### src/hdl/pmc_consts.svh
// Constants for the power mode controller: reset-cause codes, SRAM layout,
// wake latencies. Included by the package users; definitions only.
`ifndef PMC_CONSTS_SVH
`define PMC_CONSTS_SVH
`define PMC_CLK_MHZ 100
`define PMC_IDLE_WAKE_US 14
`define PMC_STBY_WAKE_US 151
`define PMC_SHDN_WAKE_US 1015
`define PMC_IDLE_WAKE_CYC (`PMC_IDLE_WAKE_US * `PMC_CLK_MHZ)
`define PMC_STBY_WAKE_CYC (`PMC_STBY_WAKE_US * `PMC_CLK_MHZ)
`define PMC_SHDN_WAKE_CYC (`PMC_SHDN_WAKE_US * `PMC_CLK_MHZ)
`define PMC_SRAM_BLOCKS 4
`define PMC_SRAM_SMALL_KB 4
`define PMC_SRAM_LARGE_KB 6
`define PMC_CACHE_KB 8
`define PMC_CAUSE_POR 2'h0
`define PMC_CAUSE_PIN 2'h1
`define PMC_CAUSE_SHDN_WAKE 2'h2
`define PMC_CAUSE_BOD 2'h3
`define PMC_BOD_ON_CYC 16'h0010
`define PMC_BOD_PERIOD_CYC 16'h0400
`endif

### src/hdl/pmc_pkg.sv
// Types for the power mode controller.
// Assumes pmc_consts.svh supplies numeric constants.
package pmc_pkg;
  typedef enum logic [1:0] {
    PMC_REQ_ACTIVE = 2'h0,
    PMC_REQ_IDLE = 2'h1,
    PMC_REQ_STANDBY = 2'h2,
    PMC_REQ_SHUTDOWN = 2'h3
  } pmc_req_t;
  typedef enum logic [6:0] {
    PMC_ST_ACTIVE = 7'h01,
    PMC_ST_IDLE = 7'h02,
    PMC_ST_STANDBY = 7'h04,
    PMC_ST_SHUTDOWN = 7'h08,
    PMC_ST_HELD = 7'h10,
    PMC_ST_WAKE = 7'h20,
    PMC_ST_LOCKED = 7'h40
  } pmc_state_t;
endpackage : pmc_pkg

### src/hdl/pmc_wake_if.sv
// Carries the wake-latency timer request and done between controller and timer.
`timescale 1ns/1ps
`default_nettype none
interface pmc_wake_if;
  logic start;
  logic [17:0] count;
  logic done;
  modport ctrl (output start, output count, input done);
  modport tmr (input start, input count, output done);
endinterface : pmc_wake_if
`default_nettype wire

### src/hdl/pmc_wake_timer.sv
// Down-counter that times wake-up latency.
// Assumes start is a single-cycle pulse while the timer is idle.
`timescale 1ns/1ps
`default_nettype none
module pmc_wake_timer (
  input wire logic ref_clk,
  input wire logic reset,
  input wire logic clk_en,
  pmc_wake_if.tmr wk
);
  logic [17:0] cnt;
  logic [17:0] next_cnt;
  logic busy;
  logic next_busy;
  logic done_q;
  logic next_done;

  always_comb begin
    next_cnt = cnt;
    next_busy = busy;
    next_done = 1'b0;
    if (wk.start) begin
      next_cnt = wk.count;
      next_busy = 1'b1;
    end else if (busy) begin
      if (cnt <= 18'h00001) begin
        next_busy = 1'b0;
        next_done = 1'b1;
      end else begin
        next_cnt = cnt - 18'h00001;
      end
    end
  end

  always_ff @(posedge ref_clk or posedge reset) begin
    if (reset) begin
      cnt <= 18'h00000;
      busy <= 1'b0;
      done_q <= 1'b0;
    end else if (clk_en) begin
      cnt <= next_cnt;
      busy <= next_busy;
      done_q <= next_done;
    end
  end

  assign wk.done = done_q;
endmodule : pmc_wake_timer
`default_nettype wire

### src/hdl/pmc_power_mode_controller.sv
// Power mode controller: sequences active, idle, standby, shutdown, held reset.
// Assumes all inputs synchronous to ref_clk; power switches and clock gates
// outside act on the enables driven here.
//
// Summary of operation
// - Four software modes plus a held state while the reset pin is asserted.
// - Active mode: processor runs, enabled peripherals clocked, any clock source.
// - Idle gates processor core and memory clocks, peripherals keep clocks.
// - Any interrupt returns idle to active.
// - Standby keeps only always-on domain; pin, clock or sensor event wakes.
// - Standby wake resumes execution; retained peripherals keep configuration.
// - All general-purpose pins held latched throughout standby.
// - Shutdown powers off everything including always-on domain and sensor engine.
// - Pins latched at prior value on shutdown entry; only these and flash survive.
// - Level change on a shutdown wake pin wakes device as a reset.
// - Reset cause register tells shutdown wake, reset pin and power-on apart.
// - SRAM has two 4-KB and two 6-KB blocks with own retention enables.
// - Disabled flash cache exposes its 8-KB storage as general RAM.
// - Wake latency about 14, 151 and 1015 microseconds.
// - Brown-out detector duty-cycled in standby; missed undervoltage locks until reset.
// - Sensor engine individually enabled during standby.
// - Sensor engine runs alone, waking processor only on configured conditions.
// - Comparator wakes device from idle or standby while it is active.
`timescale 1ns/1ps
`default_nettype none
`include "pmc_consts.svh"
module pmc_power_mode_controller #(
  parameter int NUM_PINS = 31,
  parameter int IDLE_WAKE_CYC = `PMC_IDLE_WAKE_CYC,
  parameter int STBY_WAKE_CYC = `PMC_STBY_WAKE_CYC,
  parameter int SHDN_WAKE_CYC = `PMC_SHDN_WAKE_CYC
) (
  input wire logic ref_clk,
  input wire logic reset,
  input wire logic clk_en,
  input wire logic por_event,
  input wire logic reset_pin_held,
  input wire logic [1:0] mode_req,
  input wire logic sleep_req,
  input wire logic irq_any,
  input wire logic rtc_event,
  input wire logic ext_wake_event,
  input wire logic sensor_wake,
  input wire logic sensor_en_stby,
  input wire logic comp_active,
  input wire logic comp_out,
  input wire logic [NUM_PINS-1:0] gpio_in,
  input wire logic [NUM_PINS-1:0] gpio_out_sw,
  input wire logic [NUM_PINS-1:0] shdn_wake_en,
  input wire logic [`PMC_SRAM_BLOCKS-1:0] sram_ret_en,
  input wire logic cache_disable,
  input wire logic bod_trip,
  output logic cpu_clk_en,
  output logic mem_clk_en,
  output logic periph_clk_en,
  output logic hf_clk_en,
  output logic aon_pwr_en,
  output logic main_pwr_en,
  output logic sensor_pwr_en,
  output logic [`PMC_SRAM_BLOCKS-1:0] sram_pwr_en,
  output logic cache_as_ram,
  output logic gpio_latch,
  output logic [NUM_PINS-1:0] gpio_out,
  output logic brown_out_detector_en,
  output logic cpu_reset,
  output logic cpu_resume,
  output logic comp_irq,
  output logic comp_adc_trig,
  output logic [1:0] reset_cause,
  output logic [6:0] mode_state,
  output logic locked
);
  initial begin
    if (NUM_PINS < 1 || NUM_PINS > 64) $error("NUM_PINS out of range");
    if (SHDN_WAKE_CYC >= (1 << 18) || IDLE_WAKE_CYC < 1) $error("wake count");
  end

  pmc_wake_if wk ();
  pmc_wake_timer u_timer (
    .ref_clk(ref_clk),
    .reset(reset),
    .clk_en(clk_en),
    .wk(wk)
  );

  ////////////////////////////////////////////////////////////////////////////
  // State
  pmc_pkg::pmc_state_t st;
  pmc_pkg::pmc_state_t next_st;
  logic [1:0] cause;
  logic [1:0] next_cause;
  logic [NUM_PINS-1:0] pin_hold;
  logic [NUM_PINS-1:0] next_pin_hold;
  logic [NUM_PINS-1:0] wake_ref;
  logic [NUM_PINS-1:0] next_wake_ref;
  logic resume_pend;
  logic next_resume_pend;
  logic resume_q;
  logic next_resume_q;
  logic bod_missed;
  logic next_bod_missed;
  logic [15:0] bod_cnt;
  logic [15:0] next_bod_cnt;
  logic start_q;
  logic next_start;
  logic [17:0] cnt_q;
  logic [17:0] next_cnt;

  function automatic logic [17:0] cyc18(input int c);
    cyc18 = c[17:0];
  endfunction : cyc18

  // Comparator counts as a wake only while it is powered
  logic comp_wake;
  assign comp_wake = comp_active & comp_out;

  ////////////////////////////////////////////////////////////////////////////
  // Next state
  always_comb begin
    next_st = st;
    next_cause = cause;
    next_pin_hold = pin_hold;
    next_wake_ref = wake_ref;
    next_resume_pend = resume_pend;
    next_resume_q = 1'b0;
    next_bod_missed = bod_missed;
    next_bod_cnt = bod_cnt;
    next_start = 1'b0;
    next_cnt = cnt_q;
    if (por_event) begin
      next_st = pmc_pkg::PMC_ST_WAKE;
      next_cause = `PMC_CAUSE_POR;
      next_bod_missed = 1'b0;
      next_resume_pend = 1'b0;
      next_start = 1'b1;
      next_cnt = cyc18(SHDN_WAKE_CYC);
    end else if (reset_pin_held) begin
      next_st = pmc_pkg::PMC_ST_HELD;
      next_cause = `PMC_CAUSE_PIN;
      next_bod_missed = 1'b0;
      next_resume_pend = 1'b0;
    end else begin
      case (st)
        pmc_pkg::PMC_ST_ACTIVE: begin
          // Request is taken only with the sleep instruction
          if (sleep_req) begin
            case (pmc_pkg::pmc_req_t'(mode_req))
              pmc_pkg::PMC_REQ_IDLE: next_st = pmc_pkg::PMC_ST_IDLE;
              pmc_pkg::PMC_REQ_STANDBY: begin
                next_st = pmc_pkg::PMC_ST_STANDBY;
                next_pin_hold = gpio_out_sw;
                next_bod_cnt = 16'h0000;
              end
              pmc_pkg::PMC_REQ_SHUTDOWN: begin
                next_st = pmc_pkg::PMC_ST_SHUTDOWN;
                next_pin_hold = gpio_out_sw;
                next_wake_ref = gpio_in;
              end
              default: next_st = pmc_pkg::PMC_ST_ACTIVE;
            endcase
          end
        end
        pmc_pkg::PMC_ST_IDLE: begin
          if (irq_any || comp_wake) begin
            next_st = pmc_pkg::PMC_ST_WAKE;
            next_resume_pend = 1'b1;
            next_start = 1'b1;
            next_cnt = cyc18(IDLE_WAKE_CYC);
          end
        end
        pmc_pkg::PMC_ST_STANDBY: begin
          // Detector only samples during its on window
          next_bod_cnt = (bod_cnt >= `PMC_BOD_PERIOD_CYC - 16'h0001) ? 16'h0000
                         : bod_cnt + 16'h0001;
          if (bod_trip && bod_cnt >= `PMC_BOD_ON_CYC) next_bod_missed = 1'b1;
          if (ext_wake_event || rtc_event || (sensor_en_stby && sensor_wake)
              || comp_wake) begin
            next_st = pmc_pkg::PMC_ST_WAKE;
            next_resume_pend = 1'b1;
            next_start = 1'b1;
            next_cnt = cyc18(STBY_WAKE_CYC);
          end
        end
        pmc_pkg::PMC_ST_SHUTDOWN: begin
          if (|((gpio_in ^ wake_ref) & shdn_wake_en)) begin
            next_st = pmc_pkg::PMC_ST_WAKE;
            next_cause = `PMC_CAUSE_SHDN_WAKE;
            next_resume_pend = 1'b0;
            next_start = 1'b1;
            next_cnt = cyc18(SHDN_WAKE_CYC);
          end
        end
        pmc_pkg::PMC_ST_HELD: begin
          next_st = pmc_pkg::PMC_ST_WAKE;
          next_start = 1'b1;
          next_cnt = cyc18(SHDN_WAKE_CYC);
        end
        pmc_pkg::PMC_ST_WAKE: begin
          if (wk.done) begin
            next_st = bod_missed ? pmc_pkg::PMC_ST_LOCKED : pmc_pkg::PMC_ST_ACTIVE;
            next_resume_q = resume_pend & ~bod_missed;
            next_resume_pend = 1'b0;
          end
        end
        pmc_pkg::PMC_ST_LOCKED: next_st = pmc_pkg::PMC_ST_LOCKED;
        default: next_st = pmc_pkg::PMC_ST_ACTIVE;
      endcase
    end
  end

  always_ff @(posedge ref_clk or posedge reset) begin
    if (reset) begin
      st <= pmc_pkg::PMC_ST_ACTIVE;
      cause <= `PMC_CAUSE_POR;
      pin_hold <= '0;
      wake_ref <= '0;
      resume_pend <= 1'b0;
      resume_q <= 1'b0;
      bod_missed <= 1'b0;
      bod_cnt <= 16'h0000;
      start_q <= 1'b0;
      cnt_q <= 18'h00000;
    end else if (clk_en) begin
      st <= next_st;
      cause <= next_cause;
      pin_hold <= next_pin_hold;
      wake_ref <= next_wake_ref;
      resume_pend <= next_resume_pend;
      resume_q <= next_resume_q;
      bod_missed <= next_bod_missed;
      bod_cnt <= next_bod_cnt;
      start_q <= next_start;
      cnt_q <= next_cnt;
    end
  end

  assign wk.start = start_q & clk_en;
  assign wk.count = cnt_q;

  ////////////////////////////////////////////////////////////////////////////
  // Outputs, decoded from registered state and the control inputs
  logic in_act;
  logic in_idle;
  logic in_stby;
  logic pins_latched;
  assign in_act = (st == pmc_pkg::PMC_ST_ACTIVE);
  assign in_idle = (st == pmc_pkg::PMC_ST_IDLE);
  assign in_stby = (st == pmc_pkg::PMC_ST_STANDBY);
  assign pins_latched = in_stby || (st == pmc_pkg::PMC_ST_SHUTDOWN);

  assign cpu_clk_en = in_act;
  assign mem_clk_en = in_act;
  assign periph_clk_en = in_act | in_idle;
  assign hf_clk_en = in_act | in_idle;
  assign main_pwr_en = in_act | in_idle | (st == pmc_pkg::PMC_ST_WAKE);
  // Always-on domain drops only in shutdown and while held in reset
  assign aon_pwr_en = ~((st == pmc_pkg::PMC_ST_SHUTDOWN) | (st == pmc_pkg::PMC_ST_HELD));
  assign sensor_pwr_en = in_act | in_idle | (in_stby & sensor_en_stby);
  // Non-retained blocks lose power in standby; all off in shutdown
  assign sram_pwr_en = aon_pwr_en ? (in_stby ? sram_ret_en : {`PMC_SRAM_BLOCKS{1'b1}})
                       : {`PMC_SRAM_BLOCKS{1'b0}};
  assign cache_as_ram = cache_disable & main_pwr_en;
  assign gpio_latch = pins_latched;
  assign gpio_out = pins_latched ? pin_hold : gpio_out_sw;
  assign brown_out_detector_en = in_stby ? (bod_cnt < `PMC_BOD_ON_CYC) : aon_pwr_en;
  assign cpu_reset = ~(in_act | in_idle) & ~resume_pend & ~in_stby;
  assign cpu_resume = resume_q;
  assign comp_irq = comp_wake;
  assign comp_adc_trig = comp_wake;
  assign reset_cause = cause;
  assign mode_state = st;
  assign locked = (st == pmc_pkg::PMC_ST_LOCKED);
endmodule : pmc_power_mode_controller
`default_nettype wire

### config.mk
export PLATFORM = sky130hd
export DESIGN_NAME = pmc_power_mode_controller
export DESIGN_NICKNAME = d
export VERILOG_FILES = /design/src/hdl/pmc_pkg.sv /design/src/hdl/pmc_wake_if.sv /design/src/hdl/pmc_wake_timer.sv /design/src/hdl/pmc_power_mode_controller.sv
export VERILOG_INCLUDE_DIRS = /design/src /design/src/hdl
export SDC_FILE = /design/constraint.sdc
export NUM_CORES = 1
export LEC_CHECK = 0
export BUFFER_PORTS_ARGS = -buffer_cell sky130_fd_sc_hd__buf_2
export CAP_MARGIN = 40
export CORE_MARGIN = 5
export CORE_UTILIZATION = 40
export DETAILED_ROUTE_END_ITERATION = 10
export GPL_TIMING_DRIVEN = 0
export HOLD_SLACK_MARGIN = 0.08
export SYNTH_ARGS = -nofsm -noshare
export SYNTH_HDL_FRONTEND = slang
export SYNTH_SLANG_ARGS = --single-unit
### constraint.sdc
create_clock -name ref_clk -period 4.6 [get_ports ref_clk]
set_input_delay 0.69 -clock ref_clk [delete_from_list [all_inputs] [get_ports ref_clk]]
set_output_delay 0.69 -clock ref_clk [all_outputs]
set_load 0.005 [all_outputs]
==> results.md, run 1 <==
- The run finished with clean final reports.
- Hold repair after CTS inserted 0 buffers.
- The number of clock buffers added by TritonCTS is 17.
- Across every metal layer, demand over resource in global routing totals 18.9%.
- The maximum buffer depth of the clock tree is 2.
- The aggregate routed wire length is 16800 um.
- The H-tree was split into 4 levels.
- The initial antenna violation count is 0.
- The worst register-to-register path begins at mode_state[1]$_DFFE_PP0P_.
- The TritonCTS clock tree is done.
- Timing analysis after detailed placement gives a worst setup slack of 1760 ps.
- The placeable core area is around 0.016 sq mm.
- The synthesized area divided by synthesized cell count is around 9.8 sq um.
- The initial utilization of the core area, before any placement, comes to 40.3%.
- The number of synthesized register bits is 117.
- The via count of the first global-routing pass came to ~5600.
- After synthesis, the share of flip-flops with an asynchronous set or reset is 100%.
- The minimum hold slack is 351 ps.
- Across the VDD grid, the largest voltage drop is between 0.2 and 0.3 mV.
- The portion of the post-synthesis area used by sequential elements is 46.4%.
- At the worst endpoint, the required time is 3910 ps.
- The post-route antenna net violation count is 0.
- The final number of hold-violating endpoints was 0.
- The count of input and output buffers is about 170.
- The via-per-instance ratio is about 5.1.
- The pin slew with the least headroom to its limit is 741 ps.
- The total number of placement rows is 46.
- Entering global routing, the biggest net connects 60 pins.
- The synthesized netlist occupies a cell area of 0.00631 sq mm.
- The clock latency on the worst-skew pair is 420 ps.
- The max-slew headroom at the worst pin is 50.2%.
- The completed layout was analyzed and its total power is 3.01 mW.
- The post-cts repair resize count is 0.
- In the final routed layout, each cell accounts on average for 15.8 um.
- The via count of the routed design is 5395.
- The clock sink count is 117.
- The synthesized instance count is 642.
- The end of the worst register-to-register path is pin_hold[3]$_DFFE_PP0P_.
- Max-cap violations in this run came to 0.
- The post-detailed-placement cell area is 0.00748 sq mm.
- In this run, placement finished with an instance count of between 1000 and 1500.
- After clock tree synthesis, the clock-pin slew on the worst setup and hold paths is 60 ps.
- Counting distinct cell types in the post-synthesis netlist gives 77.
- The power per cell area is 371 mW/mm^2.
- The critical path capture point type is an output pin.
- The CTS root buffer is sky130_fd_sc_hd__clkbuf_16.
- The count of final setup violators is 0.
- The clock period minus final worst setup slack is about 3300 ps.
- Static timing analysis puts the maximum clock frequency at between 300 and 400 MHz.
- The count of final max-slew check failures came to 0.
- Summing all non-filler instances in the final layout gives an area of 0.00809 sq mm.
- The number of detailed-route iterations in the first pass is 4.
- Synthesis produced a netlist with a net count of 760.
- The type of the worst min-delay path is in -> async.
- Data on the critical path arrives at its endpoint at 2610 ps.
- The detailed router finished its first iteration with roughly 280 violations.
- Along the worst path, the maximum fanout reaches 10.
- The cell leakage power is ~4.1 nW.
- The post-CTS setup buffer count is 0.
- The worst-case setup margin in the final layout is 1300 ps.
- The finished layout holds 1063 standard cells, fillers aside.
- The setup slack of the most critical reg-to-reg path is ~2000 ps.
- The die is 136 um tall.
- The total inserted antenna cells is 0.
- The start-to-end type of the worst setup path is reg -> out.
- For the worst flop-to-flop path, the logic depth is 8.
- At the end of routability-driven placement, the weighted congestion stood at 0.819.
- The worst path uses 71.7% of the clock period.
- The busiest layer in global routing is met2.
- Setup repair after global routing left no endpoint under its margin.
- The overall die width is between 100 and 150 um.
- about 170 I/O pins were placed.
- The total half-perimeter wirelength after legalization and detailed placement is 12600 um.
- The count of warnings emitted by yosys is 0.
- Counting flops with a built-in enable in the synthesized netlist gives 0.
- The net count reported at finish is about 950.
- The die outline area is 0.0184 sq mm.
- The met1 track demand over resource in global routing is 23.9%.
- The global routing usage on met3 is 4.94%.
- Global routing used 31.2% of the available met2 tracks.
- The fraction of layout instances using a drive strength above 1 is 37.0%.
- The first-pass GRT wire length is 27600 um.
- The synthesis-to-layout area growth is 28.2%.
- The predominant post-synthesis flop cell is sky130_fd_sc_hd__dfrtp_1.
- The worst setup skew after layout is 13.5 ps.
- The number of DRC violations after detailed routing is 0.
- Global routing finished with a remaining overflow of 0.
- STA classifies the critical path startpoint as a flop.
[sequential cells by signal, indices dropped and copies added, names as in the netlist]
signal	count
cpu_resume	1
cnt_q	6
resume_pend	1
reset_cause	2
u_timer.cnt	18
wake_ref	31
bod_missed	1
bod_cnt	16
start_q	1
u_timer.busy	1
pin_hold	31
u_timer.wk.done	1
mode_state	7
[placed cells by master, fill, tap and decap left out, types with 3 or more instances in the layout]
| master | count |
|---|---|
| sky130_fd_sc_hd__buf_2 | 179 |
| sky130_fd_sc_hd__inv_6 | 4 |
| sky130_fd_sc_hd__mux2_2 | 63 |
| sky130_fd_sc_hd__nor2b_1 | 3 |
| sky130_fd_sc_hd__and3_1 | 4 |
| sky130_fd_sc_hd__o221ai_1 | 6 |
| sky130_fd_sc_hd__nand2_1 | 126 |
| sky130_fd_sc_hd__a21oi_1 | 14 |
| sky130_fd_sc_hd__clkbuf_1 | 15 |
| sky130_fd_sc_hd__and2_1 | 4 |
| sky130_fd_sc_hd__o32ai_1 | 3 |
| sky130_fd_sc_hd__nand4_1 | 5 |
| sky130_fd_sc_hd__or3_1 | 4 |
| sky130_fd_sc_hd__a211o_1 | 3 |
| sky130_fd_sc_hd__ha_1 | 4 |
| sky130_fd_sc_hd__xor2_1 | 37 |
| sky130_fd_sc_hd__and3_2 | 3 |
| sky130_fd_sc_hd__xnor2_1 | 9 |
| sky130_fd_sc_hd__a31oi_1 | 6 |
| sky130_fd_sc_hd__clkinvlp_4 | 6 |
| sky130_fd_sc_hd__bufinv_16 | 3 |
| sky130_fd_sc_hd__nand3_1 | 15 |
| sky130_fd_sc_hd__nand2b_1 | 6 |
| sky130_fd_sc_hd__nor2_1 | 40 |
| sky130_fd_sc_hd__inv_1 | 19 |
| sky130_fd_sc_hd__a21o_1 | 6 |
| sky130_fd_sc_hd__or2_2 | 6 |
| sky130_fd_sc_hd__dfrtp_1 | 116 |
| sky130_fd_sc_hd__nor3_1 | 11 |
| sky130_fd_sc_hd__a22oi_1 | 14 |
| sky130_fd_sc_hd__o31ai_1 | 6 |
| sky130_fd_sc_hd__o21ai_0 | 26 |
| sky130_fd_sc_hd__buf_4 | 3 |
| sky130_fd_sc_hd__clkbuf_16 | 17 |
| sky130_fd_sc_hd__nor4_1 | 4 |
[report_power, final]
group / internal [mW] / switching, mW / leakage [nW]
registers: 1.12 / 0.0753 / 1.54
clock network: 0.869 / 0.507 / 0.282
logic: 0.207 / 0.224 / 2.32
total: 2.20 / 0.807 / 4.14
[layer usage]
metal,routed length (um),vias to the layer above
li1,-,2620
met1,7180,2592
met2,8200,161
met3,1070,22
met4,306,0
met5,0,-
[how the worst max path moves through the flow]
stage          depth (start not counted)                       from                   endpoint  slack [ps]
2_1_floorplan                          1                      reset     bod_cnt[0]$_DFFE_PP0P_         810
3_3_place_gp                           2                      reset  mode_state[6]$_DFFE_PP0P_        -620
3_5_place_dp                           7  mode_state[5]$_DFFE_PP0P_                gpio_out[9]        1760
4_1_cts                                7  mode_state[5]$_DFFE_PP0P_                gpio_out[9]        1290
5_1_grt                                7  mode_state[1]$_DFFE_PP0P_               gpio_out[21]        1120
6_report                               7  mode_state[5]$_DFFE_PP0P_                gpio_out[9]        1300
[cell families (layout without fill, tap and decap cells)]
kind of cell / Yosys count / in the layout / share of synthesized area [%]
AO/OA/AOI/OAI: 103 / 103 / 11.4
XOR/XNOR: 46 / 46 / 6.38
adder cells (fa/ha/maj): 4 / 4 / 0.793
buffers and inverters: 48 / 253 / 3.29
flip-flops: 117 / 117 / 46.4
multiplexers: 65 / 65 / 11.6
AND/OR/NAND/NOR: 259 / 259 / 20.2
[cell usage after synthesis (all sizes together), types with 2 or more instances]
cell type	number	area, sq um
a211o	3	26.3
a211oi	2	15.0
a21boi	2	15.0
a21o	7	53.8
a21oi	14	70.1
a22oi	14	105
a31oi	6	37.5
and2	6	38.8
and3	7	47.5
buf	12	72.6
clkbuf	15	56.3
dfrtp	116	2900
ha	4	50.1
inv	21	78.8
mux2	64	721
nand2	127	479
nand2b	7	51.3
nand3	16	85.1
nand4	5	31.3
nand4b	3	41.3
nor2	42	163
nor2b	3	18.8
nor3	13	81.3
nor4	6	50.0
o21ai	27	139
o21bai	2	15.0
o221ai	6	52.6
o31ai	7	66.3
o32ai	3	26.3
or2	7	46.3
or3	7	51.3
or4	3	26.3
xnor2	9	78.8
xor2	37	324
[critical path, cell delays in order (launching register included)]
cell and delay (ps):
sky130_fd_sc_hd__dfrtp_1 470, sky130_fd_sc_hd__or3_4 450, sky130_fd_sc_hd__a211o_1 370, sky130_fd_sc_hd__inv_1 180, sky130_fd_sc_hd__clkbuf_1 410, sky130_fd_sc_hd__nand2_1 110, sky130_fd_sc_hd__nand2_1 90, sky130_fd_sc_hd__buf_2 120
[stage by stage]
step / util, % / setup TNS [ps]
4_1_cts: 51.7 / 0
2_1_floorplan: - / 0
3_5_place_dp: 47.8 / 0
5_1_grt: 51.7 / 0
6_report: 51.7 / 0
3_3_place_gp: 47.6 / -71090
[cell type report]
type,count,area [sq um]
clock buffers,18,439
flip-flops and latches,117,2930
well taps,216,270
inverters,21,83.8
clock inverters,14,175
multi-input cells,477,3180
fillers,1475,7560
repair buffers,173,888
plain buffers,27,129
Note: power is estimated with default switching activity, not from simulation.
==> run 2: changes to the inputs <==
--- a/config.mk
+++ b/config.mk
@@ -13,6 +13,7 @@
 export DETAILED_ROUTE_END_ITERATION = 10
 export GPL_TIMING_DRIVEN = 0
 export HOLD_SLACK_MARGIN = 0.08
+export PLACE_DENSITY = 0.66
 export SYNTH_ARGS = -nofsm -noshare
 export SYNTH_HDL_FRONTEND = slang
 export SYNTH_SLANG_ARGS = --single-unit
==> constraint.sdc (replaced) <==
create_clock -name ref_clk -period 2.94 [get_ports ref_clk]
set_input_delay 0.441 -clock ref_clk [delete_from_list [all_inputs] [get_ports ref_clk]]
set_output_delay 0.441 -clock ref_clk [all_outputs]
set_load 0.005 [all_outputs]
==> results.md, run 2 (synthesized netlist as in run 1, its figures left out) <==
- Regs by FF count: pin_hold: 31 flops, wake_ref: 31 flops, u_timer.cnt: 18 flops (unchanged).
- Status: finished, final reports clean (unchanged).
- The clock period minus final worst setup slack is 2830 ps.
- The number of DRC violations after detailed routing is 0 (unchanged).
- The via-per-instance ratio is 4.99 (was 5.08).
- The sort of element at the start of the critical path is a flop (unchanged).
- The type of the worst min-delay path was in -> reg (was in -> async).
- The DRC violation total after the first TritonRoute iteration is 267 (was 275).
- The post-route antenna net violation count is 0 (unchanged).
- The arrival time at the worst endpoint is 2390 ps (was 2610 ps).
- The number of clock buffers inserted by TritonCTS came to 17 (unchanged).
- The fraction of layout instances using a drive strength above 1 is 37.8% (was 37.0%).
- The peak per-stage delay on the critical path is 450 ps (was 470 ps).
- The post-CTS setup buffer count was 0 (unchanged).
- The cell repeated most along the worst path is sky130_fd_sc_hd__or3_4 (was sky130_fd_sc_hd__nand2_1).
- The overall fraction of global-route tracks in use was 18.4% (was 18.9%).
- The final number of hold-violating endpoints was 0 (unchanged).
- The count of final setup violators came to 0 (unchanged).
- The number of ports placed on the die boundary is 173 (unchanged).
- The max-slew headroom at the worst pin is 51.7% (was 50.2%).
- The count of max-cap constraint violations was 0 (unchanged).
- The critical path capture point type was an output pin (unchanged).
- The total number of placement rows was 46 (unchanged).
- The part of the cycle the worst path needs is between 90% and 100%.
- The synthesis-to-layout area growth is 29.6% (was 28.2%).
- The critical path required time came to 2500 ps (was 3910 ps).
- The aggregate routed wire length came to 16200 um (was 16800 um).
- The overall die width is 136 um (unchanged).
- The CTS root buffer was sky130_fd_sc_hd__clkbuf_16 (unchanged).
- The initial antenna violation count is 0 (unchanged).
- The largest net degree at the start of global routing is 34 (was 60).
- The worst min-delay path startpoint is gpio_out_sw[14].
- The die extent in y was 136 um (unchanged).
- The final core utilization is 52.3% (was 51.7%).
- Unrepaired setup endpoints after global routing: no (unchanged).
- The pin slew with the least headroom to its limit came to 718 ps (was 741 ps).
- The end of the worst register-to-register path is mode_state[5]$_DFFE_PP0P_ (was pin_hold[3]$_DFFE_PP0P_).
- The setup slack of the most critical reg-to-reg path is 420 ps (was 1950 ps).
- The summed negative setup slack over all endpoints is 0 ps (unchanged).
- The number of buffers and inverters on the critical path is 2 (was 3).
- The starting density of the core came to 40.3% (unchanged).
- The number of detailed-route iterations in the first pass came to 7 (was 4).
- The die outline area is 0.0184 sq mm (unchanged).
- The count of input and output buffers was 172 (unchanged).
- The top achievable clock speed is 354 MHz.
- The placeable core area is 0.0157 sq mm (unchanged).
- The beginning of the worst register-to-register path is mode_state[2]$_DFFE_PP0P_ (was mode_state[1]$_DFFE_PP0P_).
- The start-to-end type of the worst setup path is reg -> out (unchanged).
- The cell leakage power came to 4.19 nW (was 4.14 nW).
- For hold timing, the worst endpoint is pin_hold[14]$_DFFE_PP0P_.
- The final-layout fill cell count is 1497 (was 1475).
- The total inserted antenna cells is 0 (unchanged).
- The total half-perimeter wirelength after legalization and detailed placement was 12400 um (was 12600 um).
- The via count of the routed design is 5324 (was 5395).
- The power per cell area is 580 mW/mm^2 (was 371 mW/mm^2).
- The clock input transition at the sequential cells of the worst setup and hold paths is 60 ps (about the same).
- The instance count along the most critical hold path is 2.
- The worst setup skew after layout is 6.93 ps (was 13.5 ps).
- The maximum buffer depth of the clock tree is 2 (unchanged).
- The clock latency on the worst-skew pair is 410 ps (was 420 ps).
- The via count of the first global-routing pass is 5305 (was 5590).
- The kind of cell with the highest combined delay on the critical path was simple AND/OR/NAND/NOR gates (was buffers and inverters).
- The global-route congestion overflow total was 0 (unchanged).
- The master of the slowest instance on the critical path was sky130_fd_sc_hd__dfrtp_2 (was sky130_fd_sc_hd__dfrtp_1).
- The TritonCTS clock tree is done (unchanged).
- The net count reported at finish is 955 (was 952).
- The global placement routability congestion is 0.800 (was 0.819).
- The first-pass GRT wire length came to 26800 um (was 27600 um).
- The clock sink count was 117 (unchanged).
- The cell count of the worst reg-to-reg path is 7 (was 8).
- The largest fanout on the critical path is 8 (was 10).
- The maximum level of the CTS H-tree is 4 (unchanged).
- Cells along the critical path: or3_4 > or3_4 > and2_1 > clkbuf_1 > a21o_1 > buf_2 (was or3_4 > a211o_1 > inv_1 > clkbuf_1 > nand2_1 > nand2_1 > buf_2).
- The leading cell type in the layout, fill and taps excluded is sky130_fd_sc_hd__buf_2 (unchanged).
- The average wire per cell in the routed design was 15.2 um (was 15.8 um).
- Most used cells in the layout excluding fill and tap cells: sky130_fd_sc_hd__buf_2 (180), sky130_fd_sc_hd__nand2_1 (126), sky130_fd_sc_hd__dfrtp_1 (114) (was sky130_fd_sc_hd__buf_2 (179), sky130_fd_sc_hd__nand2_1 (126), sky130_fd_sc_hd__dfrtp_1 (116)).
- The count of final max-slew check failures is 0 (unchanged).
- The worst-case vdd ir drop came to 0.375 mV (was 0.277 mV).
[run 2: cell count changes in the layout (fill, tap and decap cells not counted), sizes merged]
| cell | change |
|---|---|
| buf | +4 |
| bufinv | +1 |
| clkbuf | -3 |
| clkinv | +4 |
| clkinvlp | -2 |
| dlygate4sd3 | +1 |
| inv | -2 |
[run 2: report_power, final]
part | internal [mW] | switching [mW]
clock | 1.42 | 0.776
sequential | 1.76 | 0.117
combinational | 0.332 | 0.343
[run 2: stage by stage]
step	hold slack, ps	setup slack, ps	std cells	total power [mW]	area [sq um]
after floorplan	435	678	642	2.31	6320
after global placement	454	222	1030	2.55	7450
after detailed placement	432	322	1034	2.58	7530
after CTS	253	22.2	1067	4.81	8180
after global routing	253	9.66	1066	4.98	8180
final	273	114	1066	4.75	8180
[run 2: area by class of cell]
cell class	instances	area, sq um	share of cell area (%)
inverters	21	82.6	1.01
multi-input cells	477	3180	38.9
flip-flops and latches	117	2930	35.8
well taps	216	270	3.30
clock buffers	17	425	5.20
clock inverters	15	205	2.51
repair buffers	177	951	11.6
plain buffers	26	134	1.64
[run 2: timing repair]
action | in CTS | in global routing
hold buffers | 1 | 0
gates resized for setup | 7 | 5
endpoints found under the setup margin | 34 | 27
pin swaps | 0 | 0
hold endpoints to repair | 10 | 0
[run 2: layer usage]
layer	wire, um	part of all wire, %	global-route usage [%]	vias to the layer above
li1	-	-	-	2632
met1	7340	45	25.1	2525
met2	7730	48	28.6	150
met3	926	5.7	4.27	17
met4	229	1.4	6.61	0
met5	0	0	0	-
[run 2: worst max path at each step]
stage | from | end | slack [ps] | cells past startpoint
3_5_place_dp | mode_state[1]$_DFFE_PP0P_ | gpio_out[10] | 320 | 7
3_3_place_gp | reset | mode_state[4]$_DFFE_PP0P_ | 220 | 2
5_1_grt | mode_state[5]$_DFFE_PP0P_ | gpio_out[25] | 10 | 7
4_1_cts | mode_state[5]$_DFFE_PP0P_ | brown_out_detector_en | 20 | 6
2_1_floorplan | mode_state[5]$_DFFE_PP0P_ | sram_pwr_en[0] | 680 | 5
6_report | mode_state[5]$_DFFE_PP0P_ | sram_pwr_en[2] | 110 | 6
